### src/core/muldiv_pkg.sv
// package for the multiply-accumulate and divide unit
// assumes a single core clock and the issue logic decoding major opcode on its side too
package muldiv_pkg;
    // ==========================================
    // instruction fields
    localparam logic [5:0] media_major_opcode = 6'h1C;
    localparam logic [5:0] fn_signed_div      = 6'h1A;
    localparam logic [5:0] fn_unsigned_div    = 6'h1B;
    localparam logic [5:0] fn_mul_acc         = 6'h00;
    localparam int         op_pos             = 26;
    localparam int         src_a_pos          = 21;
    localparam int         src_b_pos          = 16;
    localparam int         tgt_pos            = 11;
    // ==========================================
    // timing, reset and operand values
    localparam logic [5:0]   div_steps        = 6'h20;
    localparam logic [127:0] result_reset     = 128'h0;
    localparam logic [31:0]  most_negative    = 32'h80000000;
    localparam logic [31:0]  minus_one        = 32'hFFFFFFFF;

    typedef struct packed {
        logic        valid;
        logic [31:0] instr;
        logic [63:0] src_a;
        logic [63:0] src_b;
    } issue_type;

    typedef struct packed {
        logic        valid;
        logic [4:0]  index;
        logic [63:0] data;
    } gpr_write_type;
endpackage

### src/core/muldiv_unit.sv
// multiply-accumulate and 32-bit divide unit with result interlocks
// assumes the issuing pipelines hold a read while its stall output is high
`timescale 1ns/1ns
module muldiv_unit
    import muldiv_pkg::*;
(
    // clock and reset
    input  wire logic          clock,
    input  wire logic          nrst,
    // issue
    input  wire issue_type     issue,
    // reads of result halves
    input  wire logic          rd_upper_req,
    input  wire logic          rd_lower_req,
    output logic               stall_upper_ff,
    output logic               stall_lower_ff,
    // results
    output logic [127:0]       top_word_reg,
    output logic [127:0]       bottom_word_reg,
    output gpr_write_type      gpr_write_ff,
    // no arithmetic exception ever comes out of this unit
    output logic               arith_exc_ff
);
    typedef enum logic [1:0] {
        div_idle = 2'b00,
        div_run  = 2'b01,
        div_fix  = 2'b10
    } div_state_type;

    // ==========================================
    // decode
    wire logic [5:0] opc   = issue.instr[op_pos +: 6];
    wire logic [5:0] fn    = issue.instr[5:0];
    wire logic       media = issue.valid && (opc == media_major_opcode);
    wire logic       is_sdiv = media && (fn == fn_signed_div);
    wire logic       is_udiv = media && (fn == fn_unsigned_div);
    wire logic       is_mac  = media && (fn == fn_mul_acc);
    wire logic [4:0] tgt     = issue.instr[tgt_pos +: 5];

    div_state_type   state_ff;
    logic [5:0]      count_ff;
    logic [31:0]     rem_ff;
    logic [31:0]     quo_ff;
    logic [31:0]     dvs_ff;
    logic            neg_q_ff;
    logic            neg_r_ff;
    logic [127:0]    top_ff;
    logic [127:0]    bottom_ff;
    logic            mac_pend_ff;
    logic [63:0]     prod_ff;
    logic [4:0]      mac_tgt_ff;

    // ==========================================
    // divide: restoring, one bit a cycle on magnitudes
    wire logic [31:0] a_w = issue.src_a[31:0];
    wire logic [31:0] b_w = issue.src_b[31:0];
    // magnitudes; 0x80000000 stays itself, fine as unsigned
    wire logic [31:0] a_mag = (is_sdiv && a_w[31]) ? 32'(-a_w) : a_w;
    wire logic [31:0] b_mag = (is_sdiv && b_w[31]) ? 32'(-b_w) : b_w;
    wire logic [32:0] trial  = {rem_ff, quo_ff[31]} - {1'b0, dvs_ff};
    wire logic        fits   = !trial[32];
    wire logic [31:0] nxt_rem = fits ? trial[31:0] : {rem_ff[30:0], quo_ff[31]};
    wire logic [31:0] nxt_quo = {quo_ff[30:0], fits};
    // sign fixes; wraps so min / -1 yields min and zero remainder
    wire logic [31:0] q_out  = neg_q_ff ? 32'(-quo_ff) : quo_ff;
    wire logic [31:0] r_out  = neg_r_ff ? 32'(-rem_ff) : rem_ff;
    wire logic        div_busy = (state_ff != div_idle);
    wire logic        div_start = (is_sdiv || is_udiv) && !div_busy;

    always_ff @(posedge clock)
    begin
        if (!nrst)
        begin
            state_ff <= div_idle;
            count_ff <= 6'h00;
            rem_ff   <= 32'h0;
            quo_ff   <= 32'h0;
            dvs_ff   <= 32'h0;
            neg_q_ff <= 1'b0;
            neg_r_ff <= 1'b0;
        end
        else
        begin
            case (state_ff)
                div_idle:
                    if (div_start)
                    begin
                        state_ff <= div_run;
                        count_ff <= div_steps;
                        rem_ff   <= 32'h0;
                        quo_ff   <= a_mag;
                        dvs_ff   <= b_mag;
                        neg_q_ff <= is_sdiv && (a_w[31] ^ b_w[31]);
                        neg_r_ff <= is_sdiv && a_w[31];
                    end
                div_run:
                begin
                    // zero divisor just runs out its steps
                    rem_ff   <= nxt_rem;
                    quo_ff   <= nxt_quo;
                    count_ff <= count_ff - 6'h01;
                    if (count_ff == 6'h01)
                        state_ff <= div_fix;
                end
                default:
                    state_ff <= div_idle;
            endcase
        end
    end

    // ==========================================
    // multiply-accumulate, product registered then summed next cycle
    // operands widened first so the product keeps all 64 bits
    wire logic signed [63:0] a_sx = {{32{a_w[31]}}, a_w};
    wire logic signed [63:0] b_sx = {{32{b_w[31]}}, b_w};
    wire logic [63:0] mul_w = a_sx * b_sx;
    wire logic [63:0] acc_w = {top_ff[31:0], bottom_ff[31:0]};
    wire logic [63:0] sum_w = acc_w + prod_ff;
    wire logic        mac_start = is_mac && !mac_pend_ff;

    always_ff @(posedge clock)
    begin
        if (!nrst)
        begin
            mac_pend_ff <= 1'b0;
            prod_ff     <= 64'h0;
            mac_tgt_ff  <= 5'h00;
        end
        else
        begin
            mac_pend_ff <= mac_start;
            if (mac_start)
            begin
                prod_ff    <= mul_w;
                mac_tgt_ff <= tgt;
            end
        end
    end

    // ==========================================
    // result registers, halves written independently
    always_ff @(posedge clock)
    begin
        if (!nrst)
        begin
            top_ff       <= result_reset;
            bottom_ff    <= result_reset;
            gpr_write_ff <= '0;
            arith_exc_ff <= 1'b0;
        end
        else
        begin
            arith_exc_ff <= 1'b0;
            gpr_write_ff <= '0;
            if (state_ff == div_fix)
            begin
                bottom_ff[127:64] <= {{32{q_out[31]}}, q_out};
                top_ff[127:64]    <= {{32{r_out[31]}}, r_out};
            end
            if (mac_pend_ff)
            begin
                bottom_ff[63:0] <= {{32{sum_w[31]}}, sum_w[31:0]};
                top_ff[63:0]    <= {{32{sum_w[63]}}, sum_w[63:32]};
                gpr_write_ff.valid <= (mac_tgt_ff != 5'h00);
                gpr_write_ff.index <= mac_tgt_ff;
                gpr_write_ff.data  <= {{32{sum_w[31]}}, sum_w[31:0]};
            end
        end
    end

    assign top_word_reg    = top_ff;
    assign bottom_word_reg = bottom_ff;

    // ==========================================
    // interlocks, one per half so the other half keeps flowing
    wire logic up_busy  = div_start || (div_busy && state_ff != div_fix);
    wire logic low_busy = mac_start;
    always_ff @(posedge clock)
    begin
        if (!nrst)
        begin
            stall_upper_ff <= 1'b0;
            stall_lower_ff <= 1'b0;
        end
        else
        begin
            stall_upper_ff <= rd_upper_req && up_busy;
            stall_lower_ff <= rd_lower_req && low_busy;
        end
    end
endmodule // muldiv_unit

### config.mk
export PLATFORM = sky130hd
export DESIGN_NAME = muldiv_unit
export DESIGN_NICKNAME = d
export VERILOG_FILES = /design/src/core/muldiv_pkg.sv /design/src/core/muldiv_unit.sv
export SDC_FILE = /design/constraint.sdc
export NUM_CORES = 2
export LEC_CHECK = 0
export ABC_AREA = 1
export BUFFER_PORTS_ARGS = -buffer_cell sky130_fd_sc_hd__buf_4
export CAP_MARGIN = 30
export CORE_MARGIN = 5
export CORE_UTILIZATION = 45
export CTS_CLUSTER_DIAMETER = 200
export DETAILED_ROUTE_END_ITERATION = 10
export PLACE_DENSITY = 0.65
export SYNTH_ARGS = -nofsm -noshare
export SYNTH_HDL_FRONTEND = slang
export SYNTH_SLANG_ARGS = --single-unit
### constraint.sdc
create_clock -name clock -period 11.3 [get_ports clock]
set_input_delay 2.26 -clock clock [delete_from_list [all_inputs] [get_ports clock]]
set_output_delay 2.26 -clock clock [all_outputs]
set_load 0.02 [all_outputs]
Word level (Yosys, flattened, before mapping) --
Index checks and enable logic that the tools add are counted.
Word-level totals: logic and storage cells 77, register bits after elaboration 344, output and inout port bits 329, input bits 165
Cells by class: multipliers 1, add/sub/neg operators 7, reductions and logical operators 26, muxes and demuxes 14, eq/ne operators 9, bitwise operators 1
Operator list (count):
- 2-to-1 mux 32 bit | 7
- negator 32 bit | 4
- case mux 32 bit (2 select lines) | 2
- adder 64 bit | 1
- multiplier 32 x 32 -> 64 bit | 1
- subtractor 33 x 32 -> 33 bit | 1
- equality test 6 x 5 -> 1 bit, second input constant | 3
- logical AND 1 bit | 12
- case mux 6 bit (2 select lines) | 1
- AND reduction 2 bit | 4
- equality test 6 x 1 -> 1 bit, second input constant | 1
- zero test 6 bit | 1
- 2-to-1 mux 6 bit | 1
- inequality test 2 bit, second input constant | 3
- subtractor 6 x 1 -> 6 bit, second input constant | 1
- nonzero test 5 bit | 1
- 2-to-1 mux 2 bit | 2
- case mux 2 bit (2 select lines) | 1
- nonzero test 2 bit | 2
- zero test 1 bit | 3
- equality test 2 x 1 -> 1 bit, second input constant | 1
- equality test 2 bit, second input constant | 1
- zero test 2 bit | 1
- logical OR 1 bit | 2
- bitwise XOR 1 bit | 1

Logic depth before layout (Yosys ltp) --
depth in word-level cells 7, mapped depth 35, gate-level depth less buffers 33

Worst setup path before layout --
OpenSTA, ideal clock, no wires.
kind input-to-reg, from input issue[95] (netlist bit), to register prod_ff[63], setup time 109 ps, stages 26, path slack 1821 ps, path buffers 2, required time 11191 ps, arrival time 9370 ps, cells stage by stage clkbuf_1 > clkbuf_1 > nand2_1 > inv_1 > fa_1 > fa_1 > fa_1 > inv_1 > fa_1 > inv_1 > fa_1 > fa_1 > inv_1 > fa_1 > fa_1 > inv_1 > ha_1 > nand2_1 > nor2_1 > nand2_1 > nor4_1 > a21oi_1 > nand2_1 > nand3_1 > nand2_1 > inv_1
On the way: cells in the longest elaborated chain, start to end 1
Ends and longest elaborated chain:
- from (decl) | RTL line muldiv_unit.sv:11 | input wire issue_type issue,
- multiplier 32 x 32 -> 64 bit | RTL line muldiv_unit.sv:116 | wire logic [63:0] mul_w = a_sx * b_sx;
- to (signal assigned) | RTL line muldiv_unit.sv:134 | prod_ff <= mul_w;
- to (decl) | RTL line muldiv_unit.sv:50 | logic [63:0] prod_ff;
No other way between the ends. A chain may end at the register's enable or synchronous reset.

Worst setup path after layout --
from input issue[95] (netlist bit), to register prod_ff[56]
The elaborated chain is that of the path after synthesis.

==> impl_results.md <==
- Outcome: complete, no violations
- RSZ-0062 raised after global routing: no
- Async SR Flop Fraction: 0
- Final Slew Violations: 0
- Final hold slack: about 0.47 ns
- Residual DRC count: 0
- XOR/XNOR Fraction of Synth Area: 0.0167
- Die W: around 380 microns
- Skew-Pair Late Insertion Delay: about 0.6 ns
- Synth Instances: approximately 8,900
- H-tree levels: 2
- Post-Synth Simple-Gate Area: 0.232
- Mapped Avg Cell Area: about 7.0 sq um
- Hold Crit Class: register to register
- Final Hold Fails: 0
- First-pass GRT wire length: 330,000 microns
- Total die area: 146,000 sq um
- DP HPWL: 174,000 microns
- Routed WL per cell: 19.9 microns
- Post-Route WL: 212,000 microns
- Root Buffer: clkbuf_16
- Slew @ Worst Pin: 1.02 ns
- Share of layout cells above drive strength 1: 0.0624
- Synth unique cells: 50
- Startpoint types: input port
- Post-synth top flop: dfxtp_1
- Clk buf depth: 3
- Vias per cell: between 5 and 6
- Cell Area, Synth: around 62,000 sq um
- Yosys top cell by area: fa_1
- Num rows: 136
- Crit path kind: input port to register
- Total of max-cap violations: 0
- Area share of the largest cell type after synthesis: 0.347
- Post-synthesis mux area share: 0
- Adder-Cell Fraction of Synth Area: 0.404
- Yosys warnings: 0
- Area of the core: about 140,000 sq um
- Minimum clock period: between 9 and 10 ns
- EDFF count, synth: 0
- CTS clk-pin slew, worst paths: 0.06 ns
- Largest family of logic cells by synthesized area: adder cells
- PortBufs: 413
- DR pass1 iterations: 6
- Vias after detailed routing: ~55,000
- GR Overflow Total: 0
- CTS tree: yes
- PostCTS Resize Cnt: 0
- Initial antenna violation count: 5
- Antenna-violating nets left: 0
- Sequential element share of the synthesized area: 0.110
- Initial Util: 0.453
- Crit share post-route: 0.850
- Post-CTS Setup Inserts: 0
- Achievable frequency: 0.104 GHz
- Initial DRC Count: 4,071
- GP Congestion: 0.974
- Complex-gate fraction of the synthesized area: 0.0639
- Num ports: between 400 and 500
- GRT Total Usage: 0.288
- Pin count of the biggest net entering global routing: 86
- Area grow syn2layout: 7.26%
- CP endpoint kind: register
- Synth top area cells: fa_1 35%, nand2_1 15%, inv_1 13%
- Clock Skews: 0.0183 ns
- Crit Path Max Fanout: 33
- Setup TNS: 0 ns
- Final Setup Violations: 0
- Post-Syn Nets: roughly 10,000
- Vias in the first global route: approximately 57,000
- Worst slew margin: 0.317
- Die Ht: ~380 microns
- Num CTS Buffers: 41
- Crit path DAT: 10.10 ns
- Post-synthesis register bit count: 344
- Cts hold-fix bufs: 0
- Final #Nets: ~10,000
- Total clock sinks: 344
- WP data required: 11.80 ns
[path summary, 6_finish.rpt]
kind / end / cells after the start / from / slack, ns
hold / removal: dvs_ff[31]$_SDFFE_PN0P_ / 2 / dvs_ff[31]$_SDFFE_PN0P_ / 0.47
setup reg to reg: rem_ff[29]$_SDFFE_PN0P_ / 18 / quo_ff[31]$_SDFFE_PN0P_ / 7.86
hold reg to reg: dvs_ff[31]$_SDFFE_PN0P_ / 2 / dvs_ff[31]$_SDFFE_PN0P_ / 0.47
setup / recovery: prod_ff[56]$_SDFFE_PN0P_ / 27 / issue[95] / 1.70
[routing by layer]
metal  GRT usage  vias up  share of wire
met5           0        -        0.00012
met4       0.102        4          0.042
met3      0.0255      439          0.068
met2       0.489     2136           0.47
met1       0.388    26971           0.42
li1            -    25819              -
[per-stage QoR]
| step | instances | utilization | setup WS, ns | area, sq um |
|---|---|---|---|---|
| finish | 10677 | 0.486 | 1.70 | 67000 |
| global placement | 10594 | 0.475 | 1.21 | 65500 |
| detailed placement | 10597 | 0.476 | 1.13 | 65500 |
| floorplan | 8879 | - | 1.82 | 62500 |
| global route | 10674 | 0.486 | 1.25 | 67000 |
| CTS | 10672 | 0.486 | 1.74 | 67000 |
[Yosys cell counts, types with 86 or more instances]
library cell / instances
o21ai_0: 290
nor2_1: 578
clkbuf_1: 296
dfxtp_1: 344
buf_4: 164
nand3_1: 385
inv_1: 2166
xor2_1: 86
a21oi_1: 318
fa_1: 1084
ha_1: 286
nand2_1: 2470
[cell usage in the layout (no fill, tap or decap), types with 33 or more instances in the layout]
cell type,netlist,layout
a21oi_1,318,318
buf_4,164,447
clkbuf_16,0,42
dfxtp_1,344,344
fa_1,1084,1084
ha_1,286,286
inv_1,2166,2165
nand2_1,2470,2469
nand3_1,385,385
nand4_1,66,66
nor2_1,578,576
nor3_1,46,46
o211ai_1,34,34
o21ai_0,290,290
xnor2_1,33,33
xor2_1,86,86
[logic make-up (layout without fill, tap and decap cells)]
kind of cell,Yosys count,in the layout
AOI/OAI and AO/OA,736,736
xor gates and xnor gates,119,119
adders and majority gates,1370,1370
buffers and inverters,2698,2699
DFF,344,344
other,1,4
and+or+nand+nor,3611,3611
[critical path: stages]
cell	delay, ns
buf_4	0.44
nand2_1	0.19
inv_1	0.17
fa_1	0.46
fa_1	0.51
fa_1	0.51
buf_4	0.23
inv_1	0.12
fa_1	0.42
buf_4	0.19
inv_1	0.45
fa_1	0.55
fa_1	0.54
inv_1	0.05
fa_1	0.45
fa_1	0.51
inv_1	0.04
ha_1	0.46
nand2_1	0.16
nor2_1	0.27
nand2_1	0.18
nor4_1	0.20
nand2_1	0.18
nand4_1	0.12
nand3_1	0.18
nand2_1	0.13
inv_1	0.04
[area by class of cell]
| type | instances | area, sq um |
|---|---|---|
| diodes | 3 | 7.51 |
| fillers | 13937 | 70800 |
| clock buffers | 57 | 1170 |
| repair buffers | 452 | 3480 |
| clock inverters | 18 | 259 |
| inverters | 2172 | 8150 |
| flip-flops and latches | 344 | 6890 |
| well taps | 1794 | 2240 |
| multi-input cells | 5837 | 44800 |
Power is left out: the tool's default activity adds up to more than one toggle a clock period on the data nets, which glitch-free logic cannot reach.
